## config.mk

```make
export PLATFORM = sky130hd
export DESIGN_NAME = mpp_top
export DESIGN_NICKNAME = d
export VERILOG_FILES = /design/src/mpp_pkg.sv /design/src/mpp_edge_if.sv /design/src/mpp_edge_det.sv /design/src/mpp_top.sv
export SDC_FILE = /design/constraint.sdc
export NUM_CORES = 1
export LEC_CHECK = 0
export BUFFER_PORTS_ARGS = -buffer_cell sky130_fd_sc_hd__buf_2
export CAP_MARGIN = 25
export CORE_MARGIN = 10
export CORE_UTILIZATION = 25
export CTS_CLUSTER_DIAMETER = 80
export DETAILED_ROUTE_END_ITERATION = 10
export MAX_ROUTING_LAYER = met4
export PLACE_DENSITY_LB_ADDON = 0.05
export SYNTH_ARGS = -nofsm -noshare
export SYNTH_HDL_FRONTEND = slang
export SYNTH_SLANG_ARGS = --single-unit
```

## constraint.sdc

```tcl
create_clock -name ref_clk_in -period 2.18 [get_ports ref_clk_in]
set_input_delay 0.436 -clock ref_clk_in [delete_from_list [all_inputs] [get_ports ref_clk_in]]
set_output_delay 0.436 -clock ref_clk_in [all_outputs]
set_load 0.005 [all_outputs]
```

## src/mpp_pkg.sv

```systemverilog
// constants for the multiplexed port pin block
package mpp_pkg;
   localparam int AN_W  = 8;
   localparam int IT_W  = 4;
   localparam int TW_W  = 2;
   localparam int KEY_W = 8;
   localparam int CI_W  = 5;
   localparam int EIRQ_N = 5;
   localparam int SYNC_W = AN_W + IT_W + TW_W + KEY_W + CI_W;
   // edge select codes, two bits per edge interrupt
   localparam logic [1:0] EDGE_NONE    = 2'h0;
   localparam logic [1:0] EDGE_RISE    = 2'h1;
   localparam logic [1:0] EDGE_FALL    = 2'h2;
   localparam logic [1:0] EDGE_BOTH    = 2'h3;
   localparam int EDGE_RISE_BIT = 0;
   localparam int EDGE_FALL_BIT = 1;
   // bit positions of special functions
   localparam int TIMER_B_BIT  = 3;
   localparam int CI_IRQ_BIT   = 0;
   localparam int CI_PU_MASK_W = 5;
   localparam logic [CI_PU_MASK_W-1:0] CI_PU_MASK = 5'h01;
   localparam int TW_CLK_BIT   = 0;
   localparam int TW_DAT_BIT   = 1;
   // reset values
   localparam logic [AN_W-1:0]   AN_MODE_RST = 8'hff;
   localparam logic [SYNC_W-1:0] SYNC_RST    = 27'h0000000;
   localparam logic [EIRQ_N-1:0] EIRQ_RST    = 5'h00;
   localparam logic [KEY_W-1:0]  KEY_RST     = 8'h00;
   typedef enum logic [0:0] {
      MPP_PORT_MODE = 1'b0,
      MPP_CTRL_MODE = 1'b1
   } mpp_mode_t;
endpackage

```

## src/mpp_edge_if.sv

```systemverilog
// carrier between the port top and the edge detector
`timescale 1ns/1ns
interface mpp_edge_if;
   import mpp_pkg::*;
   logic [EIRQ_N-1:0]   level;
   logic [2*EIRQ_N-1:0] sel;
   logic [EIRQ_N-1:0]   enable;
   logic [EIRQ_N-1:0]   pulse;
   modport det (input level, input sel, input enable, output pulse);
   modport top (output level, output sel, output enable, input pulse);
endinterface

```

## src/mpp_edge_det.sv

```systemverilog
// selectable edge detector for the external interrupt inputs
`timescale 1ns/1ns
module mpp_edge_det (
   input  wire logic ref_clk_in,
   input  wire logic rst_n_in,
   input  wire logic ce_in,
   mpp_edge_if.det   edge_if
);
   import mpp_pkg::*;

   logic [EIRQ_N-1:0] prev;
   logic [EIRQ_N-1:0] next_pulse;

   always_comb begin
      for (int i = 0; i < EIRQ_N; i++) begin
         next_pulse[i] = edge_if.enable[i] &
            ((edge_if.sel[2*i+EDGE_RISE_BIT] & edge_if.level[i] & ~prev[i]) |
             (edge_if.sel[2*i+EDGE_FALL_BIT] & ~edge_if.level[i] & prev[i]));
      end
   end

   always_ff @(posedge ref_clk_in or negedge rst_n_in) begin
      if (!rst_n_in) begin
         prev <= EIRQ_RST;
      end else if (ce_in) begin
         prev <= edge_if.level;
      end
   end

   // one pulse per valid edge
   always_ff @(posedge ref_clk_in or negedge rst_n_in) begin
      if (!rst_n_in) begin
         edge_if.pulse <= EIRQ_RST;
      end else if (ce_in) begin
         edge_if.pulse <= next_pulse;
      end
   end
endmodule

```

## src/mpp_top.sv

```systemverilog
// pin level logic of the multiplexed general purpose ports
// Functional notes
// - each pin selects port mode or alternate control mode on its own.
// - analog port has per-bit input or output direction.
// - analog port pins come out of reset in analog input mode.
// - irq/timer port has per-bit direction and per-bit pull-up enable.
// - its edge interrupts select rising, falling or both edges.
// - irq/timer port carries timer b count clock input and timer b output.
// - two-wire port drives low only, open drain, with per-bit direction.
// - in control mode two-wire port carries serial clock and data lines.
// - key port has direction, pull-ups, and key interrupt inputs in control mode.
// - five-pin port has per-bit direction; pull-up only on lowest pin.
// - lowest five-pin port pin is an edge interrupt with selectable edge.
// - system reset input is active low.
`timescale 1ns/1ns
module mpp_top
   import mpp_pkg::*;
(
   input  wire logic                 ref_clk_in,
   input  wire logic                 rst_n_in,
   input  wire logic                 ce_in,
   // analog-capable port
   input  wire logic [AN_W-1:0]      analog_port_digital_req_in,
   input  wire logic [AN_W-1:0]      analog_port_direction_in,
   input  wire logic [AN_W-1:0]      analog_port_data_in,
   input  wire logic [AN_W-1:0]      analog_port_pins_in,
   output logic [AN_W-1:0]           analog_port_pins_out,
   output logic [AN_W-1:0]           analog_port_pins_oe_out,
   output logic [AN_W-1:0]           analog_port_rd_out,
   output logic [AN_W-1:0]           analog_channel_inputs_out,
   // interrupt/timer port
   input  wire logic [IT_W-1:0]      irq_timer_port_ctrl_in,
   input  wire logic [IT_W-1:0]      irq_timer_port_direction_in,
   input  wire logic [IT_W-1:0]      irq_timer_port_pullup_in,
   input  wire logic [IT_W-1:0]      irq_timer_port_data_in,
   input  wire logic [2*IT_W-1:0]    edge_irq_upper_sel_in,
   input  wire logic                 timer_b_output_en_in,
   input  wire logic                 timer_b_output_in,
   input  wire logic [IT_W-1:0]      irq_timer_port_pins_in,
   output logic [IT_W-1:0]           irq_timer_port_pins_out,
   output logic [IT_W-1:0]           irq_timer_port_pins_oe_out,
   output logic [IT_W-1:0]           irq_timer_port_pullup_out,
   output logic [IT_W-1:0]           irq_timer_port_rd_out,
   output logic [IT_W-1:0]           edge_irq_inputs_upper_out,
   output logic                      timer_b_count_clock_out,
   // two-wire port
   input  wire logic [TW_W-1:0]      twowire_port_ctrl_in,
   input  wire logic [TW_W-1:0]      twowire_port_direction_in,
   input  wire logic [TW_W-1:0]      twowire_port_data_in,
   input  wire logic                 twowire_clock_drive_low_in,
   input  wire logic                 twowire_data_drive_low_in,
   input  wire logic [TW_W-1:0]      twowire_port_pins_in,
   output logic [TW_W-1:0]           twowire_port_pins_out,
   output logic [TW_W-1:0]           twowire_port_pins_oe_out,
   output logic [TW_W-1:0]           twowire_port_rd_out,
   output logic                      twowire_clock_line_out,
   output logic                      twowire_data_line_out,
   // key port
   input  wire logic [KEY_W-1:0]     key_port_ctrl_in,
   input  wire logic [KEY_W-1:0]     key_port_direction_in,
   input  wire logic [KEY_W-1:0]     key_port_pullup_in,
   input  wire logic [KEY_W-1:0]     key_port_data_in,
   input  wire logic [KEY_W-1:0]     key_port_pins_in,
   output logic [KEY_W-1:0]          key_port_pins_out,
   output logic [KEY_W-1:0]          key_port_pins_oe_out,
   output logic [KEY_W-1:0]          key_port_pullup_out,
   output logic [KEY_W-1:0]          key_port_rd_out,
   output logic [KEY_W-1:0]          key_irq_out,
   // five-pin port
   input  wire logic [CI_W-1:0]      clock_irq_port_ctrl_in,
   input  wire logic [CI_W-1:0]      clock_irq_port_direction_in,
   input  wire logic [CI_W-1:0]      clock_irq_port_pullup_in,
   input  wire logic [CI_W-1:0]      clock_irq_port_data_in,
   input  wire logic [1:0]           edge_irq_low_sel_in,
   input  wire logic [CI_W-1:0]      clock_irq_port_pins_in,
   output logic [CI_W-1:0]           clock_irq_port_pins_out,
   output logic [CI_W-1:0]           clock_irq_port_pins_oe_out,
   output logic [CI_W-1:0]           clock_irq_port_pullup_out,
   output logic [CI_W-1:0]           clock_irq_port_rd_out,
   output logic                      edge_irq_input_low_out
);
   import mpp_pkg::*;

   // drive enable: output direction (0) in port mode only
   function automatic logic [KEY_W-1:0] port_oe(input logic [KEY_W-1:0] ctrl, input logic [KEY_W-1:0] dir);
      port_oe = ~ctrl & ~dir;
   endfunction

   // pull-up only for input pins in port mode
   function automatic logic [KEY_W-1:0] port_pu(input logic [KEY_W-1:0] ctrl, input logic [KEY_W-1:0] dir,
                                                input logic [KEY_W-1:0] pu);
      port_pu = pu & dir & ~ctrl;
   endfunction

   // read back: pin for inputs, latch for outputs
   function automatic logic [KEY_W-1:0] port_rd(input logic [KEY_W-1:0] dir, input logic [KEY_W-1:0] pin,
                                                input logic [KEY_W-1:0] dat);
      port_rd = (dir & pin) | (~dir & dat);
   endfunction

   logic [SYNC_W-1:0] sync_a;
   logic [SYNC_W-1:0] sync_b;
   logic [AN_W-1:0]   an_pin;
   logic [IT_W-1:0]   it_pin;
   logic [TW_W-1:0]   tw_pin;
   logic [KEY_W-1:0]  key_pin;
   logic [CI_W-1:0]   ci_pin;
   logic [AN_W-1:0]   analog_mode;
   logic [KEY_W-1:0]  key_prev;
   logic [KEY_W-1:0]  it_oe_w;
   logic [KEY_W-1:0]  it_pu_w;
   logic [KEY_W-1:0]  it_rd_w;
   logic [KEY_W-1:0]  ci_oe_w;
   logic [KEY_W-1:0]  ci_pu_w;
   logic [KEY_W-1:0]  ci_rd_w;
   logic [KEY_W-1:0]  an_rd_w;
   logic [KEY_W-1:0]  tw_rd_w;
   logic [IT_W-1:0]   next_it_out;
   logic [IT_W-1:0]   next_it_oe;
   logic [TW_W-1:0]   next_tw_oe;

   mpp_edge_if edge_if ();

   mpp_edge_det u_edge (
      .ref_clk_in (ref_clk_in),
      .rst_n_in   (rst_n_in),
      .ce_in      (ce_in),
      .edge_if    (edge_if.det)
   );

   // two flip-flop synchroniser for every pin input
   always_ff @(posedge ref_clk_in or negedge rst_n_in) begin
      if (!rst_n_in) begin
         sync_a <= SYNC_RST;
         sync_b <= SYNC_RST;
      end else if (ce_in) begin
         sync_a <= {analog_port_pins_in, irq_timer_port_pins_in, twowire_port_pins_in,
                    key_port_pins_in, clock_irq_port_pins_in};
         sync_b <= sync_a;
      end
   end

   assign {an_pin, it_pin, tw_pin, key_pin, ci_pin} = sync_b;

   // analog mode per pin, all analog after reset
   always_ff @(posedge ref_clk_in or negedge rst_n_in) begin
      if (!rst_n_in) begin
         analog_mode <= AN_MODE_RST;
      end else if (ce_in) begin
         analog_mode <= ~analog_port_digital_req_in;
      end
   end

   // analog port drive
   always_ff @(posedge ref_clk_in or negedge rst_n_in) begin
      if (!rst_n_in) begin
         analog_port_pins_out      <= '0;
         analog_port_pins_oe_out   <= '0;
         analog_port_rd_out        <= '0;
         analog_channel_inputs_out <= AN_MODE_RST;
      end else if (ce_in) begin
         analog_port_pins_out      <= analog_port_data_in;
         analog_port_pins_oe_out   <= port_oe(analog_mode, analog_port_direction_in);
         analog_port_rd_out        <= an_rd_w & ~analog_mode;
         analog_channel_inputs_out <= analog_mode;
      end
   end

   assign an_rd_w = port_rd(analog_port_direction_in, an_pin, analog_port_data_in);

   // interrupt/timer port
   assign it_oe_w = port_oe({4'h0, irq_timer_port_ctrl_in}, {4'h0, irq_timer_port_direction_in});
   assign it_pu_w = port_pu({4'h0, irq_timer_port_ctrl_in}, {4'h0, irq_timer_port_direction_in},
                            {4'h0, irq_timer_port_pullup_in});
   assign it_rd_w = port_rd({4'h0, irq_timer_port_direction_in}, {4'h0, it_pin}, {4'h0, irq_timer_port_data_in});

   always_comb begin
      next_it_out = irq_timer_port_data_in;
      next_it_oe  = it_oe_w[IT_W-1:0];
      // timer b output takes the pin in control mode when timer_b_output_en_in is set
      if (irq_timer_port_ctrl_in[TIMER_B_BIT] && timer_b_output_en_in) begin
         next_it_out[TIMER_B_BIT] = timer_b_output_in;
         next_it_oe[TIMER_B_BIT]  = 1'b1;
      end
   end

   always_ff @(posedge ref_clk_in or negedge rst_n_in) begin
      if (!rst_n_in) begin
         irq_timer_port_pins_out    <= '0;
         irq_timer_port_pins_oe_out <= '0;
         irq_timer_port_pullup_out  <= '0;
         irq_timer_port_rd_out      <= '0;
         timer_b_count_clock_out    <= 1'b0;
      end else if (ce_in) begin
         irq_timer_port_pins_out    <= next_it_out;
         irq_timer_port_pins_oe_out <= next_it_oe;
         irq_timer_port_pullup_out  <= it_pu_w[IT_W-1:0];
         irq_timer_port_rd_out      <= it_rd_w[IT_W-1:0];
         timer_b_count_clock_out    <= irq_timer_port_ctrl_in[TIMER_B_BIT] & ~timer_b_output_en_in
                                       & it_pin[TIMER_B_BIT];
      end
   end

   // edge interrupts: four upper plus the five-pin port low pin
   assign edge_if.level  = {it_pin, ci_pin[CI_IRQ_BIT]};
   assign edge_if.sel    = {edge_irq_upper_sel_in, edge_irq_low_sel_in};
   assign edge_if.enable = {irq_timer_port_ctrl_in, clock_irq_port_ctrl_in[CI_IRQ_BIT]};
   assign edge_irq_inputs_upper_out = edge_if.pulse[EIRQ_N-1:1];
   assign edge_irq_input_low_out    = edge_if.pulse[0];

   // two-wire port: open drain, low side only, pin output always low
   assign tw_rd_w = port_rd({6'h00, twowire_port_direction_in}, {6'h00, tw_pin}, {6'h00, twowire_port_data_in});

   always_comb begin
      next_tw_oe = ~twowire_port_direction_in & ~twowire_port_data_in;
      if (twowire_port_ctrl_in[TW_CLK_BIT]) begin
         next_tw_oe[TW_CLK_BIT] = twowire_clock_drive_low_in;
      end
      if (twowire_port_ctrl_in[TW_DAT_BIT]) begin
         next_tw_oe[TW_DAT_BIT] = twowire_data_drive_low_in;
      end
   end

   always_ff @(posedge ref_clk_in or negedge rst_n_in) begin
      if (!rst_n_in) begin
         twowire_port_pins_out    <= '0;
         twowire_port_pins_oe_out <= '0;
         twowire_port_rd_out      <= '0;
         twowire_clock_line_out   <= 1'b0;
         twowire_data_line_out    <= 1'b0;
      end else if (ce_in) begin
         twowire_port_pins_out    <= '0;
         twowire_port_pins_oe_out <= next_tw_oe;
         twowire_port_rd_out      <= tw_rd_w[TW_W-1:0];
         twowire_clock_line_out   <= tw_pin[TW_CLK_BIT];
         twowire_data_line_out    <= tw_pin[TW_DAT_BIT];
      end
   end

   // key port, key interrupt on falling edge in control mode
   always_ff @(posedge ref_clk_in or negedge rst_n_in) begin
      if (!rst_n_in) begin
         key_prev             <= KEY_RST;
         key_port_pins_out    <= '0;
         key_port_pins_oe_out <= '0;
         key_port_pullup_out  <= '0;
         key_port_rd_out      <= '0;
         key_irq_out          <= KEY_RST;
      end else if (ce_in) begin
         key_prev             <= key_pin;
         key_port_pins_out    <= key_port_data_in;
         key_port_pins_oe_out <= port_oe(key_port_ctrl_in, key_port_direction_in);
         key_port_pullup_out  <= port_pu(key_port_ctrl_in, key_port_direction_in, key_port_pullup_in);
         key_port_rd_out      <= port_rd(key_port_direction_in, key_pin, key_port_data_in);
         key_irq_out          <= key_port_ctrl_in & key_prev & ~key_pin;
      end
   end

   // five-pin port
   assign ci_oe_w = port_oe({3'h0, clock_irq_port_ctrl_in}, {3'h0, clock_irq_port_direction_in});
   assign ci_pu_w = port_pu({3'h0, clock_irq_port_ctrl_in}, {3'h0, clock_irq_port_direction_in},
                            {3'h0, clock_irq_port_pullup_in & CI_PU_MASK});
   assign ci_rd_w = port_rd({3'h0, clock_irq_port_direction_in}, {3'h0, ci_pin}, {3'h0, clock_irq_port_data_in});

   always_ff @(posedge ref_clk_in or negedge rst_n_in) begin
      if (!rst_n_in) begin
         clock_irq_port_pins_out    <= '0;
         clock_irq_port_pins_oe_out <= '0;
         clock_irq_port_pullup_out  <= '0;
         clock_irq_port_rd_out      <= '0;
      end else if (ce_in) begin
         clock_irq_port_pins_out    <= clock_irq_port_data_in;
         clock_irq_port_pins_oe_out <= ci_oe_w[CI_W-1:0];
         clock_irq_port_pullup_out  <= ci_pu_w[CI_W-1:0];
         clock_irq_port_rd_out      <= ci_rd_w[CI_W-1:0];
      end
   end
endmodule

```

==> results by group <==
Pwr
  • Cell-internal power: roughly 6.4 mW
  • NetSw: around 2.2 mW
  • Seq pwr share: around 50%
  • PD cells: between 800 and 900 nW/um2
  • Lkg Pwr: around 5.2 nW
  • Comb pwr share: roughly 16%
  • Worst VDD drop: just under 0.0005 V
  • Net Sw Frac: about 25%
  • Power share of the clock group: between 30% and 40%

Placed design
  • DP HPWL: approximately 17 mm
  • Input/output buffers: between 200 and 300
  • Placer Congestion: roughly 0.76

Floorplanning
  • Row cnt: 66
  • Die Ht: approximately 200 um
  • Initial core utilization: around a quarter
  • I/O pin count: roughly 260
  • Core area: ~32000 um2
  • Die area: ~40000 um2
  • Chip Width: around 200 um

Worst setup path
  • Critical Path Stages: 1
  • Worst Path Buf+Inv: 1
  • R2R Path Start: analog_mode[1]
  • Flop-to-flop setup slack: between 1 and 1.5 ns
  • Worst Path Arrival: 1.09 ns
  • Worst EP required: ~1.7 ns
  • Largest stage delay, worst path: ~0.54 ns
  • Critical path, cell by cell: buf_2
  • Worst reg2reg path depth: 2
  • Top delay family on crit path: flip-flops
  • CP max-delay cell: dfstp_2
  • Setup crit end kind: output pin
  • WS Path Type: reg2out
  • Crit start category: register
  • Worst R2R End: analog_port_rd_out[1]
  • Worst Path Max Fanout: 2

Synth
  • Yosys warning count: 0
  • Synth Register Bits: between 150 and 200
  • Mapped Cells: a little under 600
  • Avg Inst Size Synth: approximately 14 um2
  • Synth cell types: 22
  • Post-Syn Area: 8170 um2
  • Register area share after synthesis: about three fifths

Clock tree
  • CTS Buf Count: 17
  • CTS root buffer: clkbuf_16
  • Clk_lat worst skew: about 0.44 ns
  • Setup Buffers After CTS: 0
  • CTS max path bufs: 2
  • CTS tree: yes
  • Clock Pin Slew Worst Setup and Hold Paths: about 0.06 ns
  • Resize count post-CTS: 0
  • CTS H-tree lvls: 4
  • Clock sinks: between 150 and 200

Timing
  • Max-slew violations: 0
  • Final min period: roughly 1.5 ns
  • Total Neg Setup Slack: 0 ns
  • Final hold vios: 0
  • Period utilization: 69.9%
  • Setup violators final: 0
  • Clock Skews: between 0.01 and 0.015 ns
  • RSZ-0062 raised after global routing: no
  • F_max: ~660 MHz

GRT
  • Global-route wire length before repair: approximately 35 mm
  • M1 GR Usage: about 15%
  • Grt ovf: 0
  • M3 GR Usage: approximately 4.3%
  • GRT Util Overall: a little under an eighth
  • Global-route track usage on met2: between 15 and 20%
  • Vias in the first global route: about 5.9k
  • Initial antenna violation count: 3
  • GRT Max-Usage Layer: met2
  • Pin count of the biggest net entering global routing: 52

Drt
  • Initial drt markers: between 200 and 250
  • Total iterations of the first detailed-routing run: 4
  • Final WL: 22.1 mm
  • Drt wl/cell: roughly 17 um
  • Vias per cell: a little over 4
  • Vias: 5289
  • Post-detailed-route count of antenna-violating nets: 0
  • DR DRC count: 0

Hold path
  • Hold path cells: 2
  • Hold Path Class: in2reg
  • Worst Hold Launch: analog_port_digital_req_in[3]
  • Hold path endpoint: analog_mode[3]

Job
  • Max cap viols: 0

Layout
  • Filler instances: between 3k and 4k
  • Most frequent cells in the layout: buf_2 (251), dfrtp_1 (175), mux2_4 (100)
  • Area grow syn2layout: 29.1%
  • Commonest non-fill, non-tap cell in the layout: buf_2
  • Final core utilization: between 30 and 40%
  • Fin nets: 979
  • Share of layout cells above drive strength 1: between 50 and 60%
  • Multi-input gate area: slightly above 3000 um2
  • Register Area: ~4800 um2

Status
  • Run status: finished clean
routing by layer:
| metal | share of wire (%) | vias up |
|---|---|---|
| li1 | - | 2522 |
| met1 | 48 | 2597 |
| met2 | 44 | 156 |
| met3 | 6.9 | 14 |
| met4 | 1.2 | 0 |
| met5 | 0 | - |
worst max-delay path by stage:
stage | startpoint | endpoint | slack [ns]
floorplan | ce_in | analog_port_pins_oe_out[7] | 0.92
global placement | ce_in | irq_timer_port_pins_out[0] | 0.65
detailed placement | ce_in | key_port_pins_out[5] | 0.63
CTS | analog_channel_inputs_out[1] | analog_channel_inputs_out[1] | 0.61
global route | analog_channel_inputs_out[6] | analog_channel_inputs_out[6] | 0.60
finish | analog_channel_inputs_out[6] | analog_channel_inputs_out[6] | 0.66
sequential cells by signal (all words and copies together), names as in the netlist, 8 cells and up:
name	count
key_port_pins_oe_out	8
analog_channel_inputs_out	8
analog_port_pins_out	8
key_port_rd_out	8
sync_a	27
key_irq_out	8
analog_port_pins_oe_out	8
key_port_pullup_out	8
key_prev	8
key_port_pins_out	8
analog_mode	8
sync_b	27
analog_port_rd_out	8
worst register-to-register path, delay by kind of cell, from the launching register on:
family        cells  cell delay [ns]
flops             1             0.56
mux               1             0.25
simple gates      1             0.05
metrics by stage:
stage	hold WS (ns)	instance area [um2]	total power [mW]	setup slack, ns	std cells
finish	0.132	10500	8.61	0.657	1296
global route	0.102	10500	9.11	0.602	1295
CTS	0.0977	10500	8.80	0.613	1292
detailed placement	0.455	9980	5.72	0.631	1259
global placement	0.447	9980	5.69	0.652	1259
floorplan	0.140	8190	5.03	0.918	582
power groups by stage:
stage,clock (mW),sequential [mW],combinational (mW)
6_report,2.98,4.26,1.36
5_1_grt,3.27,4.33,1.51
4_1_cts,3.13,4.27,1.40
3_5_place_dp,0,4.33,1.39
3_3_place_gp,0,4.32,1.37
2_1_floorplan,0,4.28,0.746
area by class of cell:
cell class / instances / area share (%)
Inverter: 22 / 0.783
Multi-Input combinational cell: 335 / 28.9
Clock inverter: 6 / 0.581
Clock buffer: 26 / 4.54
Timing Repair Buffer: 270 / 14.4
Antenna cell: 4 / 0.0949
Tap cell: 442 / 5.24
Sequential cell: 191 / 45.5
synth_stat cells, drive strengths merged:
master	instances	share of area (%)
a21oi	32	2.0
a31o	5	0.54
buf	32	3.1
clkbuf	2	0.092
conb	1	0.046
dfrtp	175	54
dfstp	16	5.1
inv	22	1.0
mux2	133	23
mux2i	28	3.4
nand2	11	0.51
nand4b	22	2.4
nor2	62	2.8
nor2b	5	0.38
nor3	2	0.12
o211ai	1	0.092
o21a	1	0.092
o21ai	22	1.3
o22ai	5	0.38
logic make-up after synthesis:
family	Yosys count	share of synthesized area (%)
AOI/OAI and AO/OA	66	4.41
buffers and inverters	56	4.23
and+or+nand+nor	102	6.22
DFF	191	58.7
other	1	0.0459
muxes	161	26.4
repair_timing:
item | in CTS | in global routing
endpoints found under the hold margin | 45 | 0
setup endpoints to repair | 0 | 0
hold buffers | 1 | 0
No activity file was read; power rests on OpenSTA's default activity.
